<file path="config.mk">
export PLATFORM = sky130hd
export DESIGN_NAME = can_mask_data_port
export DESIGN_NICKNAME = d
export VERILOG_FILES = /design/src/hw/byte_fifo.v /design/src/hw/can_mask_data_port.v
export VERILOG_INCLUDE_DIRS = /design/src /design/src/hw
export SDC_FILE = /design/constraint.sdc
export NUM_CORES = 1
export LEC_CHECK = 0
export ABC_AREA = 1
export BUFFER_PORTS_ARGS = -buffer_cell sky130_fd_sc_hd__buf_4
export CAP_MARGIN = 20
export CORE_ASPECT_RATIO = 0.8
export CORE_MARGIN = 2
export CORE_UTILIZATION = 53
export DETAILED_ROUTE_END_ITERATION = 10
export GPL_ROUTABILITY_DRIVEN = 1
export PLACE_DENSITY = 0.86
export SLEW_MARGIN = 20
export SYNTH_ARGS = -nofsm -noshare
export SYNTH_HDL_FRONTEND = slang
export SYNTH_HIERARCHICAL = 1
export SYNTH_SLANG_ARGS = --single-unit
</file>
<file path="constraint.sdc">
create_clock -name clk_sys -period 2.2 [get_ports clk_sys]
set_input_delay 0.33 -clock clk_sys [delete_from_list [all_inputs] [get_ports clk_sys]]
set_output_delay 0.33 -clock clk_sys [all_outputs]
set_load 0.02 [all_outputs]
</file>
<file path="src/hw/can_mask_regs.vh">
`ifndef CAN_MASK_REGS_VH
`define CAN_MASK_REGS_VH
`define MAILBOX_BYTE_ADDR   8'hA3
`define ID_MASK_ONE_ADDR    8'hC4
`define ID_MASK_TWO_ADDR    8'hC5
`define ID_MASK_THREE_ADDR  8'hC6
`define ID_MASK_FOUR_ADDR   8'hC7
`define M4_ID_LSB           3
`define M4_RTR_BIT          2
`define M4_RSVD_BIT         1
`define M4_IDE_BIT          0
`define ID_WIDTH            29
`define OBJ_BYTES           8
`define INDEX_LAST          3'h7
`define FIFO_DEPTH          16
`endif

</file>
<file path="src/hw/byte_fifo.v">
`timescale 1ns/1ps
`default_nettype none
module byte_fifo #(
  parameter WIDTH = 8,
  parameter DEPTH = 16,
  parameter AW    = 4
) (
  input  wire             clk_sys,
  input  wire             rst_n,
  input  wire [WIDTH-1:0] in_data,
  input  wire             in_valid,
  output wire             in_ready,
  output wire [WIDTH-1:0] out_data,
  output wire             out_valid,
  input  wire             out_ready
);
  reg [WIDTH-1:0] mem [0:DEPTH-1];
  reg [AW:0]      wr_reg;
  reg [AW:0]      rd_reg;
  wire            full  = (wr_reg[AW] != rd_reg[AW]) && (wr_reg[AW-1:0] == rd_reg[AW-1:0]);
  wire            empty = (wr_reg == rd_reg);
  assign in_ready  = !full;
  assign out_valid = !empty;
  assign out_data  = mem[rd_reg[AW-1:0]];
  always @(posedge clk_sys) begin
    if (in_valid && !full)
      mem[wr_reg[AW-1:0]] <= in_data;
  end
  always @(posedge clk_sys or negedge rst_n) begin
    if (!rst_n) begin
      wr_reg <= {(AW+1){1'b0}};
      rd_reg <= {(AW+1){1'b0}};
    end else begin
      if (in_valid && !full)
        wr_reg <= wr_reg + 1'b1;
      if (out_ready && !empty)
        rd_reg <= rd_reg + 1'b1;
    end
  end
endmodule
`default_nettype wire

</file>
<file path="src/hw/can_mask_data_port.v">
`timescale 1ns/1ps
`default_nettype none
`include "can_mask_regs.vh"
module can_mask_data_port (
  input  wire        clk_sys,
  input  wire        rst_n,
  input  wire [7:0]  sfr_addr,
  input  wire [7:0]  sfr_wdata,
  input  wire        sfr_wr,
  input  wire        sfr_rd,
  output reg  [7:0]  sfr_rdata,
  input  wire        auto_inc_en,
  input  wire        index_load,
  input  wire [2:0]  index_value,
  input  wire [28:0] identifier_tag_bits,
  input  wire        remote_request_tag_value,
  input  wire        object_format_ext,
  input  wire [28:0] rx_identifier,
  input  wire        rx_remote_request,
  input  wire        rx_format_ext,
  input  wire        rx_check,
  output reg         rx_accept,
  output wire [28:0] tx_identifier,
  output wire        tx_remote_request,
  input  wire [7:0]  rx_byte_data,
  input  wire        rx_byte_valid,
  output wire        rx_byte_ready,
  output wire [2:0]  byte_index
);
  reg  [28:0] identifier_compare_mask;
  reg         remote_request_compare_mask;
  reg         format_compare_mask;
  reg  [7:0]  mailbox_byte [0:`OBJ_BYTES-1];
  reg  [2:0]  index_reg;
  reg  [2:0]  index_next;
  wire [7:0]  fifo_data;
  wire        fifo_valid;
  wire        cpu_touch;
  wire        match;

  function hit;
    input [7:0] a;
    input [7:0] b;
    begin
      hit = (a == b);
    end
  endfunction

  assign cpu_touch = hit(sfr_addr, `MAILBOX_BYTE_ADDR) && (sfr_wr || sfr_rd);

  // incoming bytes queue while the processor is using the window or index_load is high
  byte_fifo #(.WIDTH(8), .DEPTH(`FIFO_DEPTH), .AW(4)) u_fifo (
    .clk_sys   (clk_sys),
    .rst_n     (rst_n),
    .in_data   (rx_byte_data),
    .in_valid  (rx_byte_valid),
    .in_ready  (rx_byte_ready),
    .out_data  (fifo_data),
    .out_valid (fifo_valid),
    .out_ready (!cpu_touch && !index_load)
  );

  // masks have no reset on purpose: software must program them first
  always @(posedge clk_sys) begin
    if (sfr_wr && hit(sfr_addr, `ID_MASK_ONE_ADDR))
      identifier_compare_mask[28:21] <= sfr_wdata;
    if (sfr_wr && hit(sfr_addr, `ID_MASK_TWO_ADDR))
      identifier_compare_mask[20:13] <= sfr_wdata;
    if (sfr_wr && hit(sfr_addr, `ID_MASK_THREE_ADDR))
      identifier_compare_mask[12:5] <= sfr_wdata;
    if (sfr_wr && hit(sfr_addr, `ID_MASK_FOUR_ADDR)) begin
      identifier_compare_mask[4:0] <= sfr_wdata[7:`M4_ID_LSB];
      remote_request_compare_mask  <= sfr_wdata[`M4_RTR_BIT];
      format_compare_mask          <= sfr_wdata[`M4_IDE_BIT];
    end
    if (cpu_touch && sfr_wr)
      mailbox_byte[index_reg] <= sfr_wdata;
    else if (fifo_valid && !cpu_touch && !index_load)
      mailbox_byte[index_reg] <= fifo_data;
  end

  always @* begin
    index_next = index_reg;
    if (index_load)
      index_next = index_value;
    else if (auto_inc_en && (cpu_touch || fifo_valid))
      index_next = (index_reg == `INDEX_LAST) ? 3'h0 : index_reg + 3'h1;
  end

  always @(posedge clk_sys or negedge rst_n) begin
    if (!rst_n)
      index_reg <= 3'h0;
    else
      index_reg <= index_next;
  end
  assign byte_index = index_reg;

  // reserved bit 1 reads zero
  always @* begin
    case (sfr_addr)
      `MAILBOX_BYTE_ADDR:  sfr_rdata = mailbox_byte[index_reg];
      `ID_MASK_ONE_ADDR:   sfr_rdata = identifier_compare_mask[28:21];
      `ID_MASK_TWO_ADDR:   sfr_rdata = identifier_compare_mask[20:13];
      `ID_MASK_THREE_ADDR: sfr_rdata = identifier_compare_mask[12:5];
      `ID_MASK_FOUR_ADDR:  sfr_rdata = {identifier_compare_mask[4:0], remote_request_compare_mask,
                                        1'b0, format_compare_mask};
      default:             sfr_rdata = 8'h00;
    endcase
  end

  // masked-out bits compare true
  assign match = (((rx_identifier ^ identifier_tag_bits) & identifier_compare_mask) == 29'h0)
              && !(remote_request_compare_mask && (rx_remote_request != remote_request_tag_value))
              && !(format_compare_mask && (rx_format_ext != object_format_ext));

  always @(posedge clk_sys or negedge rst_n) begin
    if (!rst_n)
      rx_accept <= 1'b0;
    else
      rx_accept <= rx_check && match;
  end

  // transmit path bypasses the masks
  assign tx_identifier     = identifier_tag_bits;
  assign tx_remote_request = remote_request_tag_value;
endmodule
`default_nettype wire

</file>
==> summary.txt, run 1 <==
Run status
  • Status: finished with violations
  • Failing checks: negative setup slack

Power and ir drop
  • Switching power: 5.89 mW
  • Logic pwr share: 0.373
  • P per Cell Area: 1170 nW/um^2
  • P_leak: 5.83 nW
  • Total chip power: 16.1 mW
  • Clk network pwr share: 0.252
  • Switching Share: 0.366
  • Cell Int Power: 10.2 mW
  • Sequential power share: 0.375
  • Max rail drop VDD: 0.751 mV

Route
  • Remaining routing DRC violations: 0
  • WL met2: 15.0 mm
  • Via count: 9152
  • Max Used Layer: met4
  • Avg Vias per Cell: 5.64
  • Avg WL per Cell: 19.0 microns
  • Total Wirelength: 30.9 mm
  • Met1 wire length: 11.4 mm
  • WL met3: 3.24 mm
  • Starting DRT DRC Count: 1122
  • DRT antenna net count: 0
  • Drt pass-1 iters: 6

Synthesis
  • Synthesized area: 11200 sq um
  • Syn Inst Count: 1176
  • Syn_area_per_cell: 9.55 sq um
  • Warnings, synthesis: 6
  • Post-synth EDFFs: 223
  • Top-area cell type share of the netlist area: 0.597
  • Yosys reg bits: 237
  • Ys flop type: edfxtp_1
  • Post-synth top area cell: edfxtp_1
  • Most frequent cells after synthesis: nand2_1 (366), edfxtp_1 (223), nor2_1 (172)
  • Synth cell types: 34
  • Asr flop ratio synth: 0.0591
  • Seq/Total Area, Yosys: 0.628
  • Largest cells by area after synthesis: edfxtp_1 (60%), nand2_1 (12%), nor2_1 (5.8%), nand3_1 (4.1%), o21ai_0 (3.3%)
  • Syn Nets: 1280
  • Most common cell in the netlist: nand2_1

Global route
  • Largest net degree at the start of global routing: 49
  • Congestion Overflow GR: 0
  • Total Routing Usage GR: 0.273
  • Vias in the first global route: 8749
  • Initial antenna violation count: 0
  • First-pass GRT wire length: 46.9 mm

Worst hold path
  • Hold Crit Class: input pin to register
  • Hold Path Sink: identifier_compare_mask[28]
  • Hold path start: sfr_wdata[7]
  • Hold Path Stages: 1

CTS
  • Clock sink count: 237
  • Num CTS Buffers: 24
  • Reg clk slew, reported paths: 0.06 ns
  • Root Buffer: clkbuf_16
  • CTS max path bufs: 3
  • Insertion delay to the later sink of the worst-skew pair: 0.53 ns
  • TritonCTS clock tree: built
  • Max H-tree Level: 1

Worst setup path
  • FF-to-FF End: u_fifo/mem[13][3]
  • Worst R2R Start: u_fifo/wr_reg[0]
  • CP max FO: 7
  • Critical path arrival: 1.99 ns
  • Worst reg2reg setup slack: 0.06 ns
  • Setup CP Type: register to output pin
  • FF-to-FF path depth: 7
  • Req. time, crit path: 1.87 ns
  • Critical path endpoint category: output pin
  • Critical path launch point type: register

Die
  • Initial Utilization: 0.541
  • I/O Pins: 140
  • Core Area: 20800 sq um
  • # rows: 47
  • Die width: 167 microns
  • Die height: 134 microns
  • Die area: 22400 sq um

STA
  • Setup WS post-layout: -0.122 ns
  • Setup TNS: -0.385 ns
  • Fmax achieved: 0.431 GHz
  • Skew final: 0.0174 ns
  • Slew @ Worst Pin: 0.894 ns
  • Hold Vio Cnt, Final: 0
  • RSZ-0062 raised after global routing: yes
  • Max-slew headroom: 0.402
  • Min Clock Period, post-route: 2.32 ns
  • Final setup viols: 7
  • Final Cycle Share: 1.06
  • Max-slew violation count: 0
  • WHS: 0.0435 ns

Place
  • Routability cong.: 0.891
  • HPWL Detailed: 20.0 mm
  • PortBufs: 139
  • Placed insts: 1571

Cells and area
  • Number of flip-flops in the largest register: 128
  • Layout net count: 1439
  • Share of cells above drive strength 1: 0.233
  • Area grow syn2layout: 22.8%
  • Final core utilization: 0.664
  • # diodes: 0
  • Finished Layout Cells: 1622
  • Fillers: 1529

Run
  • Max-capacitance violation count: 0
[critical path, stage by stage (launching register included)]
cell     delay, ns
dfrtp_2       0.47
inv_4         0.10
buf_12        0.13
buf_16        0.12
nand2_1       0.07
a21oi_2       0.15
o21ai_1       0.10
nand2_1       0.09
nand2_1       0.06
nand2_1       0.07
buf_6         0.12
[cells in the final DEF, fill, tap and decap left out, types with 3 or more instances in the layout]
cell type / count
nand2_2: 21
inv_2: 4
o21ai_1: 21
clkbuf_8: 5
buf_8: 3
buf_4: 182
nand2_1: 348
buf_6: 9
nand3_2: 3
o21ai_0: 59
edfxtp_1: 223
buf_12: 8
clkbuf_1: 5
nor2_2: 5
clkinv_2: 5
nor2_1: 170
ha_1: 7
clkinv_1: 3
inv_1: 75
nand2_4: 3
xor2_1: 3
nand3_1: 90
dfrtp_2: 7
dfrtp_1: 7
a21oi_1: 19
a21oi_2: 17
nor3_2: 3
clkbuf_16: 25
[final cells by class]
cell class / count / area [sq um] / area share
clock buffer: 35 / 713 / 0.0517
clock inverter: 9 / 75.1 / 0.00545
inverter: 83 / 319 / 0.0231
multi-input combinational: 784 / 3550 / 0.257
sequential: 237 / 7060 / 0.512
tap: 269 / 337 / 0.0244
timing repair buffer: 205 / 1740 / 0.126
[stage by stage]
| step | worst slack [ns] | cell area [sq um] |
|---|---|---|
| after floorplan | 0.128 | 11200 |
| after global placement | 0.125 | 12700 |
| after detailed placement | -0.00440 | 12700 |
| after CTS | -0.0642 | 13700 |
| after global routing | -0.198 | 13800 |
| final | -0.122 | 13800 |
[power groups by stage]
stage | logic (mW) | registers (mW) | clock network [mW]
6_report | 6.00 | 6.04 | 4.06
5_1_grt | 6.51 | 6.08 | 4.27
4_1_cts | 5.68 | 6.00 | 4.06
3_5_place_dp | 5.24 | 6.07 | 0
3_3_place_gp | 5.01 | 6.04 | 0
2_1_floorplan | 3.32 | 6.03 | 0
[what timing repair did]
action | in CTS | in global routing
buffers inserted | 3 | 1
resized for setup | 44 | 42
gates cloned | 3 | 0
endpoints found under the setup margin | 16 | 41
endpoints found under the hold margin | 14 | 0
hold buffers | 1 | 0
pin swaps | 3 | 10
[worst max-delay path by stage]
stage,cells after the start,slack [ns],start,endpoint
final,10,-0.12,byte_index[0],sfr_rdata[6]
after global routing,10,-0.20,byte_index[0],sfr_rdata[6]
after CTS,10,-0.06,byte_index[0],sfr_rdata[5]
after detailed placement,10,-0.004,u_fifo/rd_reg[0],mailbox_byte[5][4]
after global placement,12,0.13,u_fifo/rd_reg[1],mailbox_byte[5][4]
after floorplan,9,0.13,u_fifo/rd_reg[1],mailbox_byte[0][0]
[metal layers]
metal / up-vias / GRT usage
li1: 4184 / -
met4: 0 / 0.110
met3: 111 / 0.0555
met1: 4253 / 0.348
met5: - / 0
met2: 604 / 0.461
[cells by family (layout without fill, tap and decap cells)]
kind of cell,Yosys count,in the layout,synth area share
adder cells (fa/ha/maj),7,7,0.00780
flip-flops,237,237,0.628
AND/OR/NAND/NOR,654,654,0.239
AO/OA/AOI/OAI,118,118,0.0537
buffers and inverters,155,332,0.0682
XOR/XNOR,5,5,0.00390
No activity file was read; power rests on OpenSTA's default activity.
==> run 2, diff against run 1 <==
--- a/config.mk
+++ b/config.mk
@@ -14,7 +14,7 @@
 export CORE_UTILIZATION = 53
 export DETAILED_ROUTE_END_ITERATION = 10
 export GPL_ROUTABILITY_DRIVEN = 1
-export PLACE_DENSITY = 0.86
+export PLACE_DENSITY = 0.77
 export SLEW_MARGIN = 20
 export SYNTH_ARGS = -nofsm -noshare
 export SYNTH_HDL_FRONTEND = slang
==> run 2 against run 1 <==
Effect of this change: the flow still finishes with violations (negative setup slack); global-route usage fell by 1.2 points; critical endpoint is now sfr_rdata[2]; non-clock buffer count fell by 1; flip-flop and latch count did not move; critical path depth did not move; maximum frequency rose by 0.28%; register-to-register slack improved by 0.07 ns; clock power fell by 2%; count of clock-buffer cells in the layout fell by 9; power fell by 0.62%; via count fell by 3.0%; combinational power barely moved; setup slack improved by 0.0065 ns.
==> summary.txt, run 2 (same netlist as run 1, synthesis figures left out) <==
STA
  • Slew @ Worst Pin: 0.791 ns (was 0.894 ns)
  • Setup TNS: -0.648 ns (was -0.385 ns)
  • Final setup viols: 8 (was 7)
  • Hold Vio Cnt, Final: 0 (unchanged)
  • Final Cycle Share: 1.05 (was 1.06)
  • Max-slew headroom: 0.471 (was 0.402)
  • RSZ-0062 raised after global routing: yes (unchanged)
  • WHS: 0.0418 ns (was 0.0435 ns)
  • Min Clock Period, post-route: 2.32 ns (about the same)
  • Fmax achieved: 0.432 GHz (was 0.431 GHz)
  • Max-slew violation count: 0 (unchanged)
  • Setup WS post-layout: -0.116 ns (was -0.122 ns)
  • Skew final: 0.0100 ns (was 0.0174 ns)

Cells and area
  • Fillers: 1562 (was 1529)
  • Area grow syn2layout: 22.7% (was 22.8%)
  • Share of cells above drive strength 1: 0.228 (was 0.233)
  • Finished Layout Cells: 1621 (was 1622)
  • Register area: 7060 sq um (about the same)
  • Most frequent cells in the layout: nand2_1 (353), edfxtp_1 (223), buf_4 (182) (was nand2_1 (348), edfxtp_1 (223), buf_4 (182))
  • Commonest non-fill, non-tap cell in the layout: nand2_1 (unchanged)
  • Number of flip-flops in the largest register: 128 (unchanged)
  • Fin area: 13800 sq um (about the same)
  • Final core utilization: 0.664 (about the same)
  • # diodes: 0 (unchanged)
  • Multi-input combinational cell area: 3560 sq um (was 3550 sq um)
  • Layout net count: 1438 (was 1439)

Die
  • Initial Utilization: 0.541 (unchanged)
  • Die height: 134 microns (unchanged)
  • Die area: 22400 sq um (unchanged)
  • Core Area: 20800 sq um (unchanged)
  • # rows: 47 (unchanged)
  • Die width: 167 microns (unchanged)
  • I/O Pins: 140 (unchanged)

Global route
  • First-pass GRT wire length: 45.5 mm (was 46.9 mm)
  • Initial antenna violation count: 0 (unchanged)
  • Vias in the first global route: 8299 (was 8749)
  • Largest net degree at the start of global routing: 36 (was 49)
  • Congestion Overflow GR: 0 (unchanged)
  • Total Routing Usage GR: 0.261 (was 0.273)

CTS
  • CTS max path bufs: 3 (unchanged)
  • Root Buffer: clkbuf_16 (unchanged)
  • Clock sink count: 237 (unchanged)
  • Reg clk slew, reported paths: 0.06 ns (about the same)
  • Insertion delay to the later sink of the worst-skew pair: 0.51 ns (was 0.53 ns)
  • Num CTS Buffers: 24 (unchanged)
  • Max H-tree Level: 1 (unchanged)
  • TritonCTS clock tree: built (unchanged)

Run status
  • Failing checks: negative setup slack (unchanged)
  • Status: finished with violations (unchanged)

Place
  • Setup WS pre-CTS: 0.120 ns (was -0.00440 ns)
  • Placed insts: 1565 (was 1571)
  • Routability cong.: 0.917 (was 0.891)
  • Placement-stage cell area: 12600 sq um (was 12700 sq um)
  • PortBufs: 139 (unchanged)
  • HPWL Detailed: 19.6 mm (was 20.0 mm)

Worst setup path
  • Critical path endpoint category: output pin (unchanged)
  • Req. time, crit path: 1.87 ns (about the same)
  • Setup CP Type: register to output pin (unchanged)
  • Worst reg2reg setup slack: 0.13 ns (was 0.06 ns)
  • Critical path launch point type: register (unchanged)
  • CP max FO: 6 (was 7)
  • Critical path arrival: 1.99 ns (about the same)

Power and ir drop
  • P per Cell Area: 1160 nW/um^2 (was 1170 nW/um^2)
  • Max rail drop VDD: 0.684 mV (was 0.751 mV)
  • P_leak: 5.83 nW (about the same)
  • Total chip power: 16.0 mW (was 16.1 mW)

Route
  • DRT antenna net count: 0 (unchanged)
  • Via count: 8877 (was 9152)
  • Remaining routing DRC violations: 0 (unchanged)
  • Avg WL per Cell: 18.1 microns (was 19.0 microns)
  • Total Wirelength: 29.4 mm (was 30.9 mm)
  • Starting DRT DRC Count: 892 (was 1122)
  • Drt pass-1 iters: 5 (was 6)
  • Avg Vias per Cell: 5.48 (was 5.64)

Worst hold path
  • Hold Crit Class: input pin to register (unchanged)

Run
  • Max-capacitance violation count: 0 (unchanged)
-- run 2: changes by cell type in the layout (fill, tap and decap cells not counted), moves of 5 or more --
cell,before,now
clkbuf_8,5,0
nand2_1,348,353
o21ai_1,21,16
nand2_2,21,13
clkinv_1,3,8
-- run 2: metal layers --
metal  wire [microns]  GRT usage  vias up
met5                0          0        -
met4              658     0.0623        0
met3             2920     0.0457       50
met2            13600      0.414      457
met1            12300      0.381     4189
li1                 -          -     4181
-- run 2: area by class of cell --
cell class	count	area share
clock buffer	26	0.0457
sequential	237	0.512
timing repair buffer	204	0.126
multi-input combinational	784	0.259
clock inverter	18	0.0102
tap	269	0.0244
inverter	83	0.0232
-- run 2: power breakdown --
part           switching [mW]  internal [mW]  total [mW]
sequential              0.303           5.74        6.04
combinational            3.84           2.16        6.00
clock                    1.66           2.30        3.96
-- run 2: repair_timing --
action | CTS | global route
hold endpoints to repair | 14 | 0
cloned | 5 | 0
resized for setup | 54 | 30
hold buffers | 1 | 0
setup buffers | 6 | 0
endpoints found under the setup margin | 8 | 62
pin swaps | 18 | 14
-- run 2: path summary, 6_finish.rpt --
path | start | to | cells past startpoint
min in group asynchronous | rst_n | byte_index[2] | 2
worst max-delay path | byte_index[0] | sfr_rdata[2] | 10
worst max register to register | u_fifo/rd_reg[0] | mailbox_byte[3][4] | 11
max in group asynchronous | rst_n | u_fifo/wr_reg[3] | 2
worst min-delay path | sfr_wdata[1] | identifier_compare_mask[22] | 1
worst min register to register | u_fifo/rd_reg[4] | u_fifo/rd_reg[4] | 2
-- run 2: worst max-delay path: stages (launching register included) --
cell and delay, ns:
dfrtp_2 0.47, inv_4 0.12, buf_12 0.13, buf_16 0.14
nand2_2 0.05, a21oi_2 0.12, o21ai_1 0.06, nand2_1 0.10
nand2_1 0.07, nand2_1 0.08, buf_6 0.12
==> run 3, diff against run 2 <==
--- a/config.mk
+++ b/config.mk
@@ -15,6 +15,7 @@
 export DETAILED_ROUTE_END_ITERATION = 10
 export GPL_ROUTABILITY_DRIVEN = 1
 export PLACE_DENSITY = 0.77
+export SKIP_LAST_GASP = 1
 export SLEW_MARGIN = 20
 export SYNTH_ARGS = -nofsm -noshare
 export SYNTH_HDL_FRONTEND = slang
==> run 3 against run 2 <==
Effect of this change: the run still ends with negative setup slack left; combinational power barely moved; power rose by 0.14%; first-iteration DRC count shrank 1.5%; critical path type unchanged.
==> summary.txt, run 3 (same netlist as run 1, synthesis figures left out) <==
CTS
  • Insertion delay to the later sink of the worst-skew pair: 0.51 ns (about the same)
  • Reg clk slew, reported paths: 0.06 ns (about the same)
  • Max H-tree Level: 1 (unchanged)
  • TritonCTS clock tree: built (unchanged)
  • CTS max path bufs: 3 (unchanged)
  • Root Buffer: clkbuf_16 (unchanged)
  • Num CTS Buffers: 24 (unchanged)
  • Clock sink count: 237 (unchanged)

Run status
  • Status: finished with violations (unchanged)
  • Failing checks: negative setup slack (unchanged)

Cells and area
  • # diodes: 0 (unchanged)
  • Final core utilization: 0.664 (about the same)
  • Layout net count: 1438 (unchanged)
  • Share of cells above drive strength 1: 0.232 (was 0.228)
  • Most frequent cells in the layout: nand2_1 (350), edfxtp_1 (223), buf_4 (184) (was nand2_1 (353), edfxtp_1 (223), buf_4 (182))
  • Number of flip-flops in the largest register: 128 (unchanged)
  • Commonest non-fill, non-tap cell in the layout: nand2_1 (unchanged)
  • Area grow syn2layout: 22.8% (was 22.7%)

STA
  • RSZ-0062 raised after global routing: yes (unchanged)
  • Final setup viols: 8 (unchanged)
  • Hold Vio Cnt, Final: 0 (unchanged)
  • Max-slew violation count: 0 (unchanged)
  • Min Clock Period, post-route: 2.32 ns (about the same)
  • WHS: 0.0455 ns (was 0.0418 ns)
  • Setup WS post-layout: -0.120 ns (was -0.116 ns)
  • Final Cycle Share: 1.05 (about the same)
  • Max-slew headroom: 0.467 (was 0.471)
  • Slew @ Worst Pin: 0.797 ns (was 0.791 ns)
  • Fmax achieved: 0.431 GHz (was 0.432 GHz)
  • Skew final: 0.0125 ns (was 0.0100 ns)

Route
  • DRT antenna net count: 0 (unchanged)
  • Avg WL per Cell: 18.0 microns (was 18.1 microns)
  • Via count: 8839 (was 8877)
  • Starting DRT DRC Count: 879 (was 892)
  • Avg Vias per Cell: 5.45 (was 5.48)
  • WL met3: 2.94 mm (was 2.92 mm)
  • Drt pass-1 iters: 6 (was 5)
  • Remaining routing DRC violations: 0 (unchanged)
  • Max Used Layer: met4 (unchanged)
  • WL met2: 13.5 mm (was 13.6 mm)
  • Total Wirelength: 29.2 mm (was 29.4 mm)
  • Met1 wire length: 12.2 mm (was 12.3 mm)

Worst setup path
  • Critical path endpoint category: output pin (unchanged)
  • Critical path arrival: 1.99 ns (about the same)
  • Setup crit start: byte_index[0] (unchanged)
  • FF-to-FF path depth: 11 (unchanged)
  • Setup CP Type: register to output pin (unchanged)
  • Critical path launch point type: register (unchanged)
  • Worst reg2reg setup slack: 0.10 ns (was 0.13 ns)
  • Worst R2R Start: u_fifo/rd_reg[0] (unchanged)
  • FF-to-FF End: mailbox_byte[3][4] (unchanged)
  • Req. time, crit path: 1.87 ns (about the same)
  • CP max FO: 4 (was 6)

Power and ir drop
  • Max rail drop VDD: 0.677 mV (was 0.684 mV)
  • Cell Int Power: 10.2 mW (about the same)
  • Sequential power share: 0.377 (was 0.378)
  • Switching power: 5.82 mW (was 5.81 mW)
  • Logic pwr share: 0.376 (was 0.375)
  • P per Cell Area: 1160 nW/um^2 (about the same)
  • Total chip power: 16.0 mW (about the same)
  • Clk network pwr share: 0.247 (about the same)
  • P_leak: 5.83 nW (about the same)
  • Switching Share: 0.363 (about the same)

Global route
  • First-pass GRT wire length: 45.3 mm (was 45.5 mm)
  • Vias in the first global route: 8276 (was 8299)
  • Total Routing Usage GR: 0.260 (was 0.261)
  • Congestion Overflow GR: 0 (unchanged)
  • Initial antenna violation count: 0 (unchanged)
  • Largest net degree at the start of global routing: 36 (unchanged)

Die
  • Initial Utilization: 0.541 (unchanged)
  • # rows: 47 (unchanged)
  • I/O Pins: 140 (unchanged)
  • Die width: 167 microns (unchanged)
  • Die area: 22400 sq um (unchanged)
  • Die height: 134 microns (unchanged)
  • Core Area: 20800 sq um (unchanged)

Place
  • Routability cong.: 0.917 (unchanged)
  • PortBufs: 139 (unchanged)
  • HPWL Detailed: 19.6 mm (unchanged)
  • Setup WS pre-CTS: 0.120 ns (unchanged)

Run
  • Max-capacitance violation count: 0 (unchanged)

Worst hold path
  • Hold Path Sink: identifier_compare_mask[6] (was identifier_compare_mask[22])
  • Hold Crit Class: input pin to register (unchanged)
  • Hold path start: sfr_wdata[1] (unchanged)
  • Hold Path Stages: 1 (unchanged)
-- run 3: cell counts in the layout (fill, tap and decap cells not counted) --
No cell type changed its count.
-- run 3: routing by layer --
metal  GRT usage  vias up
li1            -     4187
met4      0.0594        0
met3      0.0466       42
met1       0.380     4159
met5           0        -
met2       0.412      451
-- run 3: cell type report --
type / count / area, sq um
clock buffer: 26 / 629
clock inverter: 18 / 140
fill: 1557 / 6970
inverter: 83 / 319
multi-input combinational: 784 / 3590
sequential: 237 / 7060
tap: 269 / 337
timing repair buffer: 204 / 1720
-- run 3: repair_timing --
item                       CTS  global route
gates cloned                 5             0
resized for setup           47            41
buffers inserted             6             0
hold endpoints to repair    14             0
setup endpoints to repair    8            62
hold buffers                 1             0
pin swaps                   18            17
-- run 3: worst max-delay path, stage by stage (launching register included) --
cell     delay [ns]
dfrtp_2        0.47
inv_4          0.11
buf_4          0.14
nand2_1        0.06
a21oi_1        0.15
o21ai_0        0.10
nand2_1        0.10
nand2_1        0.06
nand2_1        0.11
buf_4          0.16
-- run 3: worst max path at each step --
stage	to	slack, ns	cells past startpoint
after CTS	sfr_rdata[4]	-0.08	9
after global placement	mailbox_byte[7][4]	0.13	13
after global routing	sfr_rdata[1]	-0.16	9
after floorplan	mailbox_byte[0][0]	0.13	9
after detailed placement	sfr_rdata[3]	0.12	9
final	sfr_rdata[3]	-0.12	9
-- run 3: power groups by stage --
stage               clock, mW  sequential (mW)  combinational, mW
floorplan                   0             6.03               3.32
global placement            0             6.04               5.05
detailed placement          0             6.06               5.14
CTS                      4.00             6.00               5.72
global route             4.18             6.09               6.58
finish                   3.96             6.04               6.03
-- run 3: stage by stage --
stage	TNS (ns)	instances	area [sq um]
finish	-0.594	1621	13800
global route	-1.14	1621	13800
CTS	-0.473	1621	13700
detailed placement	0	1565	12600
global placement	0	1565	12600
floorplan	0	1176	11200
